### config.mk
export PLATFORM = sky130hd
export DESIGN_NAME = rivm_vector_map
export DESIGN_NICKNAME = d
export VERILOG_FILES = /design/src/rivm_pkg.sv /design/src/rivm_vector_map.sv /design/src/rivm_prio_enc.sv
export SDC_FILE = /design/constraint.sdc
export NUM_CORES = 1
export LEC_CHECK = 0
export ABC_CLOCK_PERIOD_IN_PS = 5400
export BUFFER_PORTS_ARGS = -buffer_cell sky130_fd_sc_hd__clkbuf_2
export CORE_AREA = 2 2 63 65
export CTS_CLUSTER_DIAMETER = 30
export DETAILED_ROUTE_END_ITERATION = 10
export DIE_AREA = 0 0 65 67
export PLACE_DENSITY_LB_ADDON = 0.2
export RECOVER_POWER = 50
export SLEW_MARGIN = 20
export SYNTH_ARGS = -nofsm -noshare
export SYNTH_HDL_FRONTEND = slang
export SYNTH_SLANG_ARGS = --single-unit
### constraint.sdc
create_clock -name clk_sys -period 5.4 [get_ports clk_sys]
set_input_delay 0.54 -clock clk_sys [delete_from_list [all_inputs] [get_ports clk_sys]]
set_output_delay 0.54 -clock clk_sys [all_outputs]
set_load 0.02 [all_outputs]
### src/rivm_pkg.sv
// Package for the reset and interrupt vector map.
// Assumes one system clock and a synchronous active-high reset.
package rivm_pkg;

  localparam int unsigned NUM_SRC        = 26;
  localparam int unsigned IRQ_COUNT      = 25;
  localparam int unsigned ADDR_W         = 16;

  // Vector pitch in words: two on the larger part, one on the smaller.
  localparam logic [15:0] PITCH_LARGE    = 16'h0002;
  localparam logic [15:0] PITCH_SMALL    = 16'h0001;
  localparam logic [15:0] APP_RESET_ADDR = 16'h0000;
  localparam logic [15:0] BOOT_RESET_SMALL = 16'h0C00;

  // Fuse encoding: 1 is unprogrammed, 0 is programmed.
  localparam logic FUSE_UNPROGRAMMED     = 1'b1;

  // Reset values of the registered outputs.
  localparam logic [15:0] RST_VECTOR     = 16'h0000;
  localparam logic [4:0]  RST_INDEX      = 5'h00;

  typedef enum logic [1:0]
  {
    ST_RESET = 2'b00,
    ST_IDLE  = 2'b01,
    ST_WAIT  = 2'b10
  } rivm_state_t;

  // Vector request towards the fetch logic.
  typedef struct packed
  {
    logic        is_reset;
    logic [4:0]  number;
    logic [15:0] address;
  } rivm_vector_t;

  // Placement controls: fuse and relocation bit.
  typedef struct packed
  {
    logic boot_reset_fuse;
    logic vector_select_bit;
  } rivm_place_t;

endpackage

### src/rivm_vector_map.sv
// Reset and interrupt vector address generator.
// Assumes requests arrive on clk_sys from enabled, already-unmasked sources and
// that the fetch logic acknowledges a vector with vec_ack.
`timescale 1ns/1ps
`default_nettype none

module rivm_vector_map #(
  parameter bit          LARGE_PART = 1'b1,
  parameter logic [15:0] BOOT_START = 16'h1C00
) (
  input  wire logic                     clk_sys,
  input  wire logic                     srst,
  input  wire rivm_pkg::rivm_place_t    place,
  input  wire logic [rivm_pkg::IRQ_COUNT-1:0] irq_req,
  input  wire logic                     vec_ack,
  output logic                          vec_valid,
  output rivm_pkg::rivm_vector_t        vec_out,
  output logic [15:0]                   reset_addr,
  output logic [15:0]                   table_base
);
  import rivm_pkg::*;

  // Refused at elaboration: the small part only has the 2 Kbyte boot section.
  if (!LARGE_PART && BOOT_START != BOOT_RESET_SMALL)
  begin : g_bad_boot
    $error("rivm_vector_map: small part boot start must be 0xC00 for a 2 Kbyte section");
  end

  // Word spacing between vectors; chosen per part variant.
  localparam logic [15:0] PITCH = LARGE_PART ? PITCH_LARGE : PITCH_SMALL;

  // Address of vector number n (1 = reset) relative to the table base.
  function automatic logic [15:0] slot_offset(input logic [4:0] n);
    logic [15:0] idx;
    idx = {11'h000, n} - 16'h0001;
    return 16'(idx * PITCH);
  endfunction

  rivm_state_t  state_q, state_d;
  rivm_vector_t vec_q,   vec_d;
  logic         valid_q, valid_d;
  logic         any_req;
  logic [4:0]   win_idx;
  logic         fuse_programmed;
  logic         relocate;

  // Lowest index means lowest vector number, so it is served first.
  rivm_prio_enc #(
    .WIDTH (IRQ_COUNT)
  ) u_prio (
    .req   (irq_req),
    .any   (any_req),
    .index (win_idx)
  );

  // Placement decode; fuse and select bit steer separate outputs only.
  assign fuse_programmed = (place.boot_reset_fuse != FUSE_UNPROGRAMMED);
  assign relocate        = place.vector_select_bit;
  assign reset_addr      = fuse_programmed ? BOOT_START : APP_RESET_ADDR;
  assign table_base      = relocate ? BOOT_START : APP_RESET_ADDR;

  // Next-state logic: a reset vector is issued first after srst, then interrupts.
  // Holding the vector until ack keeps the fetch side from seeing a changing address.
  always_comb
  begin
    state_d = state_q;
    vec_d   = vec_q;
    valid_d = valid_q;
    case (state_q)
      ST_RESET:
      begin
        vec_d.is_reset = 1'b1;
        vec_d.number   = 5'd1;
        vec_d.address  = reset_addr;
        valid_d        = 1'b1;
        state_d        = ST_WAIT;
      end
      ST_IDLE:
      begin
        if (any_req)
        begin
          vec_d.is_reset = 1'b0;
          vec_d.number   = 5'(win_idx + 5'd2);
          vec_d.address  = 16'(table_base + slot_offset(5'(win_idx + 5'd2)));
          valid_d        = 1'b1;
          state_d        = ST_WAIT;
        end
      end
      ST_WAIT:
      begin
        if (vec_ack)
        begin
          valid_d = 1'b0;
          state_d = ST_IDLE;
        end
      end
      default:
      begin
        valid_d = 1'b0;
        state_d = ST_IDLE;
      end
    endcase
  end

  // State registers.
  always_ff @(posedge clk_sys)
  begin
    if (srst)
    begin
      state_q         <= ST_RESET;
      valid_q         <= 1'b0;
      vec_q.is_reset  <= 1'b0;
      vec_q.number    <= RST_INDEX;
      vec_q.address   <= RST_VECTOR;
    end
    else
    begin
      state_q <= state_d;
      valid_q <= valid_d;
      vec_q   <= vec_d;
    end
  end

  assign vec_valid = valid_q;
  assign vec_out   = vec_q;

  // Reset vector issued one cycle after reset release, at the fuse-selected address.
  reset_vec_addr_a: assert property (@(posedge clk_sys) disable iff (srst)
    (state_q == ST_RESET) |=> (vec_valid && vec_out.is_reset && vec_out.address == $past(reset_addr)))
    else $error("reset vector address wrong");

  // Unprogrammed fuse gives address zero.
  app_reset_a: assert property (@(posedge clk_sys)
    place.boot_reset_fuse |-> reset_addr == 16'h0000)
    else $error("application reset address not zero");

  // Programmed fuse gives boot start.
  boot_reset_a: assert property (@(posedge clk_sys)
    !place.boot_reset_fuse |-> reset_addr == BOOT_START)
    else $error("boot reset address wrong");

  // External request 0 alone maps to the second slot.
  ext0_addr_a: assert property (@(posedge clk_sys) disable iff (srst)
    (state_q == ST_IDLE && irq_req[0]) |=> vec_out.address == $past(table_base) + PITCH)
    else $error("external request 0 vector wrong");

  // Last vector lands at slot 26.
  last_vec_a: assert property (@(posedge clk_sys) disable iff (srst)
    (state_q == ST_IDLE && irq_req == 25'h100_0000) |=>
      (vec_out.number == 5'd26 && vec_out.address == $past(table_base) + 16'(25 * PITCH)))
    else $error("last vector address wrong");

  // Lowest pending request wins.
  prio_low_a: assert property (@(posedge clk_sys) disable iff (srst)
    (state_q == ST_IDLE && irq_req[5] && irq_req[20]) |=> vec_out.number == 5'd7)
    else $error("priority order violated");

  // Reset vector always carries number one.
  reset_num_a: assert property (@(posedge clk_sys) disable iff (srst)
    (state_q == ST_RESET) |=> vec_out.number == 5'd1)
    else $error("reset vector number wrong");

  // Reset withdraws any offer on the next edge.
  rst_clear_a: assert property (@(posedge clk_sys)
    srst |=> !vec_valid)
    else $error("offer survived reset");

  // An acknowledged offer is withdrawn one cycle later.
  valid_drop_a: assert property (@(posedge clk_sys) disable iff (srst)
    (vec_valid && vec_ack) |=> !vec_valid)
    else $error("offer not withdrawn after acknowledge");

  // In idle, nothing is offered while no request is pending.
  idle_quiet_a: assert property (@(posedge clk_sys) disable iff (srst)
    (state_q == ST_IDLE && irq_req == 25'h000_0000) |=> !vec_valid)
    else $error("offer without a request");

  // External request 1 maps to vector 3.
  ext1_addr_a: assert property (@(posedge clk_sys) disable iff (srst)
    (state_q == ST_IDLE && irq_req == 25'h000_0002) |=>
      (vec_out.number == 5'd3 && vec_out.address == $past(table_base) + 16'(2 * PITCH)))
    else $error("external request 1 vector wrong");

  // Pin change request 0 maps to vector 4.
  pin_chg0_a: assert property (@(posedge clk_sys) disable iff (srst)
    (state_q == ST_IDLE && irq_req == 25'h000_0004) |=>
      (vec_out.number == 5'd4 && vec_out.address == $past(table_base) + 16'(3 * PITCH)))
    else $error("pin change request 0 vector wrong");

  // Pin change request 1 maps to vector 5.
  pin_chg1_a: assert property (@(posedge clk_sys) disable iff (srst)
    (state_q == ST_IDLE && irq_req == 25'h000_0008) |=>
      (vec_out.number == 5'd5 && vec_out.address == $past(table_base) + 16'(4 * PITCH)))
    else $error("pin change request 1 vector wrong");

  // Pin change request 2 maps to vector 6.
  pin_chg2_a: assert property (@(posedge clk_sys) disable iff (srst)
    (state_q == ST_IDLE && irq_req == 25'h000_0010) |=>
      (vec_out.number == 5'd6 && vec_out.address == $past(table_base) + 16'(5 * PITCH)))
    else $error("pin change request 2 vector wrong");

  // Watchdog timeout interrupt maps to vector 7, not to the reset vector.
  wdog_vec_a: assert property (@(posedge clk_sys) disable iff (srst)
    (state_q == ST_IDLE && irq_req == 25'h000_0020) |=>
      (vec_out.number == 5'd7 && !vec_out.is_reset && vec_out.address == $past(table_base) + 16'(6 * PITCH)))
    else $error("watchdog timeout vector wrong");

  // Timer 2 compare A maps to vector 8.
  tmr2_cmpa_a: assert property (@(posedge clk_sys) disable iff (srst)
    (state_q == ST_IDLE && irq_req == 25'h000_0040) |=>
      (vec_out.number == 5'd8 && vec_out.address == $past(table_base) + 16'(7 * PITCH)))
    else $error("timer 2 compare A vector wrong");

  // Timer 2 overflow maps to vector 10.
  tmr2_ovf_a: assert property (@(posedge clk_sys) disable iff (srst)
    (state_q == ST_IDLE && irq_req == 25'h000_0100) |=>
      (vec_out.number == 5'd10 && vec_out.address == $past(table_base) + 16'(9 * PITCH)))
    else $error("timer 2 overflow vector wrong");

  // Timer 1 capture maps to vector 11.
  tmr1_cap_a: assert property (@(posedge clk_sys) disable iff (srst)
    (state_q == ST_IDLE && irq_req == 25'h000_0200) |=>
      (vec_out.number == 5'd11 && vec_out.address == $past(table_base) + 16'(10 * PITCH)))
    else $error("timer 1 capture vector wrong");

  // Timer 1 overflow maps to vector 14.
  tmr1_ovf_a: assert property (@(posedge clk_sys) disable iff (srst)
    (state_q == ST_IDLE && irq_req == 25'h000_1000) |=>
      (vec_out.number == 5'd14 && vec_out.address == $past(table_base) + 16'(13 * PITCH)))
    else $error("timer 1 overflow vector wrong");

  // Timer 0 compare A maps to vector 15.
  tmr0_cmpa_a: assert property (@(posedge clk_sys) disable iff (srst)
    (state_q == ST_IDLE && irq_req == 25'h000_2000) |=>
      (vec_out.number == 5'd15 && vec_out.address == $past(table_base) + 16'(14 * PITCH)))
    else $error("timer 0 compare A vector wrong");

  // Timer 0 overflow maps to vector 17.
  tmr0_ovf_a: assert property (@(posedge clk_sys) disable iff (srst)
    (state_q == ST_IDLE && irq_req == 25'h000_8000) |=>
      (vec_out.number == 5'd17 && vec_out.address == $past(table_base) + 16'(16 * PITCH)))
    else $error("timer 0 overflow vector wrong");

  // Transfer complete maps to vector 18.
  xfer_done_a: assert property (@(posedge clk_sys) disable iff (srst)
    (state_q == ST_IDLE && irq_req == 25'h001_0000) |=>
      (vec_out.number == 5'd18 && vec_out.address == $past(table_base) + 16'(17 * PITCH)))
    else $error("transfer complete vector wrong");

  // Serial receive complete maps to vector 19.
  rx_done_a: assert property (@(posedge clk_sys) disable iff (srst)
    (state_q == ST_IDLE && irq_req == 25'h002_0000) |=>
      (vec_out.number == 5'd19 && vec_out.address == $past(table_base) + 16'(18 * PITCH)))
    else $error("receive complete vector wrong");

  // Transmit buffer empty maps to vector 20.
  tx_empty_a: assert property (@(posedge clk_sys) disable iff (srst)
    (state_q == ST_IDLE && irq_req == 25'h004_0000) |=>
      (vec_out.number == 5'd20 && vec_out.address == $past(table_base) + 16'(19 * PITCH)))
    else $error("transmit buffer empty vector wrong");

  // Serial transmit complete maps to vector 21.
  tx_done_a: assert property (@(posedge clk_sys) disable iff (srst)
    (state_q == ST_IDLE && irq_req == 25'h008_0000) |=>
      (vec_out.number == 5'd21 && vec_out.address == $past(table_base) + 16'(20 * PITCH)))
    else $error("transmit complete vector wrong");

  // Conversion complete maps to vector 22.
  conv_done_a: assert property (@(posedge clk_sys) disable iff (srst)
    (state_q == ST_IDLE && irq_req == 25'h010_0000) |=>
      (vec_out.number == 5'd22 && vec_out.address == $past(table_base) + 16'(21 * PITCH)))
    else $error("conversion complete vector wrong");

  // Two-wire port maps to vector 25.
  two_wire_a: assert property (@(posedge clk_sys) disable iff (srst)
    (state_q == ST_IDLE && irq_req == 25'h080_0000) |=>
      (vec_out.number == 5'd25 && vec_out.address == $past(table_base) + 16'(24 * PITCH)))
    else $error("two-wire port vector wrong");

  // Relocation follows the select bit regardless of the fuse.
  reloc_base_a: assert property (@(posedge clk_sys)
    place.vector_select_bit |-> table_base == BOOT_START)
    else $error("vector table not relocated");

  // Vector holds stable until acknowledged.
  vec_hold_a: assert property (@(posedge clk_sys) disable iff (srst)
    (vec_valid && !vec_ack) |=> (vec_valid && $stable(vec_out)))
    else $error("vector changed before acknowledge");

endmodule
`default_nettype wire

### src/rivm_prio_enc.sv
// Fixed-priority encoder: lowest request index wins.
// Assumes requests are already enabled and unmasked upstream.
`timescale 1ns/1ps
`default_nettype none
module rivm_prio_enc #(
  parameter int unsigned WIDTH = 25
) (
  input  wire logic [WIDTH-1:0] req,
  output logic                  any,
  output logic [4:0]            index
);
  import rivm_pkg::*;

  // Refused at elaboration: the index is five bits wide.
  if (WIDTH < 1 || WIDTH > 31)
  begin : g_bad_width
    $error("rivm_prio_enc: WIDTH out of range");
  end

  // Scan from the top so the lowest set bit is the last writer.
  always_comb
  begin
    any   = |req;
    index = 5'h00;
    for (int i = WIDTH - 1; i >= 0; i--)
    begin
      if (req[i])
        index = 5'(i);
    end
  end

endmodule
`default_nettype wire

==> results.toml, run 1 <==
[run_status]
status = "finished clean"

[grt]
overflow = 0
grt_pass1_vias = 1133
grt_usage = 0.149
grt_pass1_wl_mm = 5.09
grt_max_degree = 19
antenna_found_initial = 0

[sta]
fmax_mhz = 310
worst_pin_slew_ns = 0.843
hold_violations = 0
slew_headroom = 0.436
whs_ns = 0.453
rsz0062_at_grt = "no"
finalMaxSlewViolations = 0
fin_skew_ns = 0.00119
min_period_ns = 3.23
setup_viol = 0
period_share = 0.597
post-route-worst-setup-slack_ns = 2.17
finalSetupTns_ns = 0

[placement]
dp_hpwl_mm = 2.51
gp_congestion = 0.774
dp.cells = 266
numPortBuffers = 57
place_ws_ns = 1.89

[cells_and_area]
n_fill_cell = 397
final_cells = 270
nets = 257
syn2layout_area_growth_pct = 11.1
final_layout_size_suffix_gt1_frac = 0.239
multi_input_area_um2 = 862
register_area_um2 = 340
num_antenna_cells = 0

[pwr]
ir_worst_vdd_mv = 0.153
p_switching_mw = 0.102
power-per-cell-area_nw_per_um2 = 193
seqPwrFrac = 0.427
swShare = 0.329
power_frac_clock = 0.303
power.total_mw = 0.309
leakagePower_nw = 0.698
intPower_mw = 0.208
pwr-share-comb = 0.270

[floorplan]
die_area_um2 = 4360
die_w_um = 65
core.rowCount = 22
start_util = 0.399
core_um2 = 3610
die_h_um = 67
io_pins = 85

[setup_path]
critPathRequiredTime_ns = 5.53
reg2reg_depth = 5
end_kind = "flip-flop"
worstPathMaxFanout = 6
arrival_ns = 3.36
start_kind = "input pin"
path_class = "in -> reg"

[worst_hold_path]
hold_path_class = "reg -> reg"
min_path_cells = 2

[routing]
drc_errors = 0
wire_per_inst_um = 11.5
detailroute.via_count = 1280
wl_mm = 3.12
dr.pass1.iters = 4
antenna_left = 0
drt-initial-drc-count = 75
avgViaCountPerCell = 4.74

[clock_tree]
path_clk_slew_ns = 0.06
clock_path_buffers = 2
htreeDepth = 1
cts_buffers = 3
postCtsSetupBuffers = 0
tritoncts = "yes"
cts-root-buf = "clkbuf_8"
cts.sink_count = 17
clk_latency_ns = 0.25
ctsHoldBuffers = 0
cts_resized = 0

[synthesis]
ys_types = 45
seq_area_frac_synth = 0.237
synth-seq-cells = 17
yosys_warnings = 0
synth_cells = 176
synth_area_um2 = 1440
avgSynthCellArea_um2 = 8.18

[flow_run]
maxCapViolations = 0
-- cells by family after synthesis --
group | after synthesis | synth area share
adder cells (fa/ha/maj) | 4 | 0.0348
buffers and inverters | 50 | 0.232
AND/OR/NAND/NOR | 62 | 0.237
other | 1 | 0.00261
flip-flops | 17 | 0.237
AO/OA/AOI/OAI | 39 | 0.239
XOR/XNOR | 3 | 0.0183
-- through the flow --
step	util	instance area [µm²]
floorplan	-	1540
global placement	0.439	1580
detailed placement	0.439	1580
CTS	0.451	1630
global route	0.443	1600
finish	0.443	1600
-- cells in the final DEF (no fill, tap or decap), types with 4 or more instances in the layout --
| cell type | synthesis | layout |
|---|---|---|
| nor4_1 | 4 | 4 |
| clkbuf_1 | 2 | 23 |
| nor3_1 | 5 | 5 |
| nand2_1 | 7 | 7 |
| a21oi_1 | 5 | 5 |
| conb_1 | 1 | 27 |
| clkbuf_2 | 0 | 35 |
| dfxtp_1 | 17 | 17 |
| nor2b_1 | 4 | 4 |
| nor2_1 | 24 | 24 |
| inv_1 | 9 | 9 |
| ha_1 | 4 | 4 |
-- registers in the layout, indices dropped and copies added, names as in the netlist --
register and flops:
vec_out 15, vec_valid 1, state_q 1
-- area by class of cell --
type                            count  share of cell area
Sequential cell                    17               0.213
Multi-Input combinational cell    135               0.539
Tap cell                           48              0.0376
Clock buffer                        4              0.0282
Timing Repair Buffer               57               0.161
Inverter                            9              0.0211
-- power by group through the flow --
stage	Clock [mW]	Sequential, mW	Combinational [mW]
after floorplan	0	0.139	0.0692
after global placement	0	0.135	0.0846
after detailed placement	0	0.135	0.0847
after CTS	0.0962	0.132	0.0850
after global routing	0.103	0.133	0.0927
final	0.0936	0.132	0.0836
-- synthesized netlist by cell type, drive strengths merged --
cell / instances / area share
buf: 39 / 0.20
nor2: 24 / 0.063
dfxtp: 17 / 0.24
inv: 9 / 0.023
nand2: 7 / 0.018
nor4: 6 / 0.035
a21oi: 5 / 0.017
nor3: 5 / 0.017
ha: 4 / 0.035
nor2b: 4 / 0.017
o21ai: 4 / 0.014
o31ai: 4 / 0.028
a2111oi: 3 / 0.018
a22oi: 3 / 0.016
nand3b: 3 / 0.016
or4: 3 / 0.023
a211oi: 2 / 0.010
a221oi: 2 / 0.012
a2bb2oi: 2 / 0.017
a311oi: 2 / 0.021
clkbuf: 2 / 0.0052
nand2b: 2 / 0.0087
nand4: 2 / 0.0087
o21bai: 2 / 0.010
o31a: 2 / 0.012
o41ai: 2 / 0.030
or2: 2 / 0.0087
xor2: 2 / 0.012
a211o: 1 / 0.0061
a21o: 1 / 0.0052
a31o: 1 / 0.0061
a31oi: 1 / 0.0044
and2: 1 / 0.0044
and4bb: 1 / 0.0087
conb: 1 / 0.0026
nand3: 1 / 0.0035
o211ai: 1 / 0.0052
o221ai: 1 / 0.0061
or3: 1 / 0.0044
xnor2: 1 / 0.0061
-- worst max-delay path, cell delays in order --
cell and delay [ns]:
clkbuf_2 0.13, or4_4 0.56, a21o_1 0.17, a2111oi_0 0.59, ha_1 0.38, nand2_1 0.07, a211o_1 0.32, ha_1 0.28
a221oi_1 0.26, nor2_1 0.06
-- path summary, 6_finish.rpt --
| path | from | to | slack [ns] |
|---|---|---|---|
| worst max-delay path | irq_req[11] | vec_out[10]$_SDFFE_PP0P_ | 2.17 |
| worst min-delay path | vec_out[3]$_SDFFE_PP0P_ | vec_out[3]$_SDFFE_PP0P_ | 0.45 |
| worst max register to register | state_q[0]$_SDFFE_PP0P_ | vec_out[9]$_SDFFE_PP0P_ | 3.65 |
| worst min register to register | vec_out[3]$_SDFFE_PP0P_ | vec_out[3]$_SDFFE_PP0P_ | 0.45 |
-- per-layer routing --
| layer | track usage | wire length, µm |
|---|---|---|
| met1 | 0.196 | 1430 |
| met2 | 0.250 | 1470 |
| met3 | 0.0321 | 198 |
| met4 | 0.0346 | 14 |
| met5 | 0 | 0 |
No activity file was read; power rests on OpenSTA's default activity.
==> run 2, diff against run 1 <==
--- a/config.mk
+++ b/config.mk
@@ -5,7 +5,8 @@
 export SDC_FILE = /design/constraint.sdc
 export NUM_CORES = 1
 export LEC_CHECK = 0
-export ABC_CLOCK_PERIOD_IN_PS = 5400
+export ABC_AREA = 1
+export ABC_CLOCK_PERIOD_IN_PS = 2970
 export BUFFER_PORTS_ARGS = -buffer_cell sky130_fd_sc_hd__clkbuf_2
 export CORE_AREA = 2 2 63 65
 export CTS_CLUSTER_DIAMETER = 30
==> constraint.sdc (replaced) <==
create_clock -name clk_sys -period 2.97 [get_ports clk_sys]
set_input_delay 0.297 -clock clk_sys [delete_from_list [all_inputs] [get_ports clk_sys]]
set_output_delay 0.297 -clock clk_sys [all_outputs]
set_load 0.02 [all_outputs]
==> results.toml, run 2 <==
[synthesis]
synth_adder_area_share = 0.0353
synth_cells = 224
ys.flop_type = "dfxtp_1"
synth_top_cell_by_area = "dfxtp_1"
synth-edff-count = 0
synth_top_family_by_area = "buffers and inverters"
synthSimpleGateAreaFrac = 0.295
yosys_warnings = 0
synth_area_leaders = "dfxtp_1 24%, buf_4 21%, nand2_1 15%"
synth_compound_area_frac = 0.0936
ys_types = 28
seq_area_frac_synth = 0.240
synthTopCellsByCount = "57 x nand2_1, 39 x buf_4, 35 x inv_1"
synthArstFlopShare = 0
synth_area_um2 = 1420
synth-seq-cells = 17
synth.most_common_cell = "nand2_1"
synth_xor_area_frac = 0.00618
netlist.area_leader.share = 0.240
avgSynthCellArea_um2 = 6.33
synth_mux_area_frac = 0

[floorplan]
core.rowCount = 22
core_um2 = 3610
start_util = 0.393
die_w_um = 65
die_area_um2 = 4360
die_h_um = 67
io_pins = 85

[sta]
hold_violations = 0
fmax_mhz = 440
post-route-worst-setup-slack_ns = 0.696
period_share = 0.766
setup_viol = 0
min_period_ns = 2.27
finalMaxSlewViolations = 0
worst_pin_slew_ns = 0.525
fin_skew_ns = 0.000622
slew_headroom = 0.649
finalSetupTns_ns = 0
whs_ns = 0.330
rsz0062_at_grt = "no"

[setup_path]
start_kind = "input pin"
critPathRequiredTime_ns = 3.09
r2r_slack_ns = 1.71
crit_path_top_delay_cell = "ha_1"
reg2reg_to = "vec_out[5]$_SDFFE_PP0P_"
arrival_ns = 2.39
worstPathCellList = "clkbuf_2, nor2_1, inv_1, nand3_1, nand3_1, nand3_1, nand3_1, nand2_1, nand2_1, nand2_1, nand2_1, nand2_1, nand3_1, nand3_1, inv_1, ha_1, or2_1, nand2_1, inv_1, nor3b_2, a21boi_0, o21ai_1, a21oi_1"
path_delay_family = "simple AND/OR/NAND/NOR gates"
cp_slowest_stage_delay_ns = 0.23
critical_path_buf_inv_count = 4
reg2reg_depth = 6
rr_startpoint = "state_q[0]$_SDFFE_PP0P_"
end_kind = "flip-flop"
path_class = "in -> reg"
worstPathMaxFanout = 4

[worst_hold_path]
min_delay_worst_endpoint = "state_q[0]$_SDFFE_PP0P_"
hold_path_class = "in -> reg"
min_path_cells = 3
hp-start = "vec_ack"

[pwr]
power.total_mw = 0.552
power-per-cell-area_nw_per_um2 = 351
ir_worst_vdd_mv = 0.267
leakagePower_nw = 0.855

[routing]
drc_errors = 0
antenna_left = 0
avgViaCountPerCell = 4.06
dr.pass1.iters = 4
drt-initial-drc-count = 34
wl_mm = 2.62
detailroute.via_count = 1290
wire_per_inst_um = 8.25

[cells_and_area]
syn2layout_area_growth_pct = 10.9
largest_reg_flops = 15
register_area_um2 = 340
final_cell_mix = "57 x nand2_1, 35 x inv_1, 35 x clkbuf_2"
nets = 305
fin_util = 0.436
final_layout_size_suffix_gt1_frac = 0.181
final_common_cell = "nand2_1"
n_fill_cell = 440
num_antenna_cells = 0
multi_input_area_um2 = 711

[clock_tree]
path_clk_slew_ns = 0.06
htreeDepth = 1
tritoncts = "yes"
cts_resized = 0
cts-root-buf = "clkbuf_8"
clk_latency_ns = 0.24
postCtsSetupBuffers = 0
cts_buffers = 3
cts.sink_count = 17
clock_path_buffers = 2
ctsHoldBuffers = 0

[placement]
numPortBuffers = 57
dp_hpwl_mm = 2.22
place_ws_ns = 0.412
gp_congestion = 0.783

[grt]
grt_pass1_vias = 1094
grt_max_degree = 18
overflow = 0
grt_pass1_wl_mm = 4.37
grt_usage = 0.125
antenna_found_initial = 0

[flow_run]
maxCapViolations = 0

[run_status]
status = "finished clean"
-- run 2: per-layer routing --
layer	vias to the layer above	part of all wire	GRT usage
met4	0	0	0.00798
met1	532	0.47	0.160
li1	714	-	-
met3	0	0.075	0.0355
met2	44	0.46	0.218
met5	-	0	0
-- run 2: tightest hold or removal path: stages --
cell and delay [ns]:
clkbuf_2 0.07, o21ai_0 0.08, nor2_1 0.08
-- run 2: logic make-up after synthesis --
kind of cell,count (synthesis)
other cells,1
fa+ha+maj,4
xor+xnor,1
compound gates,23
flops,17
simple gates,96
buf+inv,82
-- run 2: worst max path at each step --
| stage | depth (start not counted) | endpoint | startpoint |
|---|---|---|---|
| floorplan | 22 | vec_out[5]$_SDFFE_PP0P_ | irq_req[23] |
| global placement | 23 | vec_out[5]$_SDFFE_PP0P_ | irq_req[23] |
| detailed placement | 23 | vec_out[5]$_SDFFE_PP0P_ | irq_req[23] |
| CTS | 23 | vec_out[5]$_SDFFE_PP0P_ | irq_req[23] |
| global route | 23 | vec_out[5]$_SDFFE_PP0P_ | irq_req[23] |
| finish | 23 | vec_out[5]$_SDFFE_PP0P_ | irq_req[23] |
-- run 2: where the power goes --
group	internal, mW	switching [mW]	total (mW)
Combinational	0.0417	0.102	0.144
Sequential	0.236	0.00486	0.241
Clock	0.0949	0.0720	0.167
-- run 2: stage by stage --
| step | area [µm²] | instances |
|---|---|---|
| 2_1_floorplan | 1520 | 250 |
| 3_3_place_gp | 1550 | 314 |
| 3_5_place_dp | 1550 | 314 |
| 4_1_cts | 1600 | 318 |
| 5_1_grt | 1570 | 318 |
| 6_report | 1570 | 318 |
-- run 2: layout make-up --
| cell class | count | share of cell area |
|---|---|---|
| Clock buffer | 4 | 0.0287 |
| Inverter | 40 | 0.0955 |
| Multi-Input combinational cell | 151 | 0.452 |
| Sequential cell | 17 | 0.217 |
| Tap cell | 48 | 0.0382 |
| Timing Repair Buffer | 58 | 0.169 |
==> run 3, diff against run 2 <==
--- a/config.mk
+++ b/config.mk
@@ -5,8 +5,8 @@
 export SDC_FILE = /design/constraint.sdc
 export NUM_CORES = 1
 export LEC_CHECK = 0
-export ABC_AREA = 1
-export ABC_CLOCK_PERIOD_IN_PS = 2970
+export ABC_AREA = 0
+export ABC_CLOCK_PERIOD_IN_PS = 2150
 export BUFFER_PORTS_ARGS = -buffer_cell sky130_fd_sc_hd__clkbuf_2
 export CORE_AREA = 2 2 63 65
 export CTS_CLUSTER_DIAMETER = 30
==> constraint.sdc (replaced) <==
create_clock -name clk_sys -period 2.15 [get_ports clk_sys]
set_input_delay 0.215 -clock clk_sys [delete_from_list [all_inputs] [get_ports clk_sys]]
set_output_delay 0.215 -clock clk_sys [all_outputs]
set_load 0.02 [all_outputs]
==> results.toml, run 3 (synthesized netlist as in run 1, its figures left out) <==
[run_status]
status = "finished with violations"
violations = "negative setup slack"

[setup_path]
worstPathMaxFanout = 2
cp_slowest_stage_delay_ns = 0.53
reg2reg_depth = 6
reg2reg_to = "vec_out[4]$_SDFFE_PP0P_"
r2r_slack_ns = 0.57
crit_path_top_delay_cell = "or4_4"
start_kind = "input pin"
cp_common_cell = "ha_2"
path_delay_family = "compound AO/OA/AOI/OAI gates"
worstPathCellList = "buf_6, or4_4, a21o_1, a2111oi_4, ha_2, nand2_2, a211o_1, ha_2, a221oi_2, nor2_1"
startpoint = "irq_req[11]"
critPathRequiredTime_ns = 2.28
path_class = "in -> reg"
end_kind = "flip-flop"
arrival_ns = 2.52
critical_path_buf_inv_count = 1
rr_startpoint = "state_q[0]$_SDFFE_PP0P_"

[pwr]
ir_worst_vdd_mv = 0.351
leakagePower_nw = 0.995
power-per-cell-area_nw_per_um2 = 404
pwr-share-comb = 0.343
intPower_mw = 0.581
p_switching_mw = 0.286
power_frac_clock = 0.274
seqPwrFrac = 0.383
swShare = 0.330

[routing]
avgViaCountPerCell = 4.72
drc_errors = 0
dr.pass1.iters = 4
detailroute.via_count = 1539
antenna_left = 0
wire_per_inst_um = 11.8
drt-initial-drc-count = 46
wl_mm = 3.86

[clock_tree]
htreeDepth = 1
clock_path_buffers = 2
cts.sink_count = 17
clk_latency_ns = 0.25
cts-root-buf = "clkbuf_8"
cts_buffers = 3
path_clk_slew_ns = 0.06
ctsHoldBuffers = 0
tritoncts = "yes"

[grt]
grt_util_met3 = 0.0422
met2_usage = 0.304
grt_pass1_vias = 1391
antenna_found_initial = 0
grt_usage = 0.180
grt_max_degree = 19
use_met1 = 0.232
grt_pass1_wl_mm = 6.15
busiest_layer = "met2"
overflow = 0

[floorplan]
io_pins = 85
die_h_um = 67
die_area_um2 = 4360
core_um2 = 3610
core.rowCount = 22
die_w_um = 65
start_util = 0.399

[placement]
gp_congestion = 0.807
place_ws_ns = -0.439
dp_hpwl_mm = 3.00
numPortBuffers = 57
dpl_cell_area_um2 = 1990

[cells_and_area]
final_common_cell = "buf_4"
finalInstanceArea_um2 = 2150
nets = 313
n_fill_cell = 358
largest_reg_flops = 15
final_cell_mix = "55 x buf_4, 38 x clkbuf_2, 27 x conb_1"
fin_util = 0.595
final_layout_size_suffix_gt1_frac = 0.460
syn2layout_area_growth_pct = 49.1
num_antenna_cells = 0

[flow_run]
maxCapViolations = 0

[sta]
fin_skew_ns = 0.00206
fmax_mhz = 419
hold_violations = 0
setup_viol = 5
post-route-worst-setup-slack_ns = -0.238
rsz0062_at_grt = "yes"
period_share = 1.11
slew_headroom = 0.659
finalMaxSlewViolations = 0
worst_pin_slew_ns = 0.508
min_period_ns = 2.39

[worst_hold_path]
hold_path_class = "in -> reg"
min_delay_worst_endpoint = "vec_valid$_SDFFE_PP0P_"
hp-start = "vec_ack"
min_path_cells = 3
run 3: repair_timing:
action | in CTS | in global routing
buffers inserted | 3 | 5
resized for setup | 4 | 12
pin swaps | 6 | 11
setup endpoints to repair | 3 | 6
run 3: stage by stage:
stage               setup TNS (ns)  hold slack, ns  instances  power, mW
floorplan                   -0.566           0.390        202      0.528
global placement             -1.49           0.445        316      0.615
detailed placement           -1.65           0.449        316      0.617
CTS                         -0.199           0.234        323      0.855
global route                 -1.13           0.249        326      0.916
finish                      -0.524           0.228        326      0.867
run 3: worst max path at each step:
stage / endpoint / slack, ns / cells after the start
2_1_floorplan: vec_out[10]$_SDFFE_PP0P_ / -0.35 / 9
3_3_place_gp: vec_out[10]$_SDFFE_PP0P_ / -0.41 / 10
3_5_place_dp: vec_out[10]$_SDFFE_PP0P_ / -0.44 / 10
4_1_cts: vec_out[10]$_SDFFE_PP0P_ / -0.16 / 10
5_1_grt: vec_out[10]$_SDFFE_PP0P_ / -0.35 / 10
6_report: vec_out[10]$_SDFFE_PP0P_ / -0.24 / 10
run 3: metal layers:
layer / up-vias / share of wire
met5: - / 0
met3: 3 / 0.057
met2: 51 / 0.49
met1: 717 / 0.45
met4: 0 / 0.0031
li1: 768 / -
run 3: layout make-up:
type	instances	area, µm²	share of cell area
flip-flops and latches	17	340	0.159
well taps	48	60.1	0.0280
multi-input cells	135	973	0.454
clock buffers	4	45.0	0.0210
repair buffers	113	693	0.323
inverters	9	33.8	0.0157
run 3: tightest hold or removal path, cell delays in order:
cell      delay (ns)
clkbuf_2        0.07
or2_2           0.10
a21oi_1         0.05
run 3: power by group through the flow:
stage / logic [mW] / clock network [mW] / registers (mW)
after detailed placement: 0.277 / 0 / 0.340
after global routing: 0.324 / 0.259 / 0.334
after CTS: 0.284 / 0.238 / 0.333
after floorplan: 0.179 / 0 / 0.350
after global placement: 0.276 / 0 / 0.339
final: 0.297 / 0.237 / 0.333
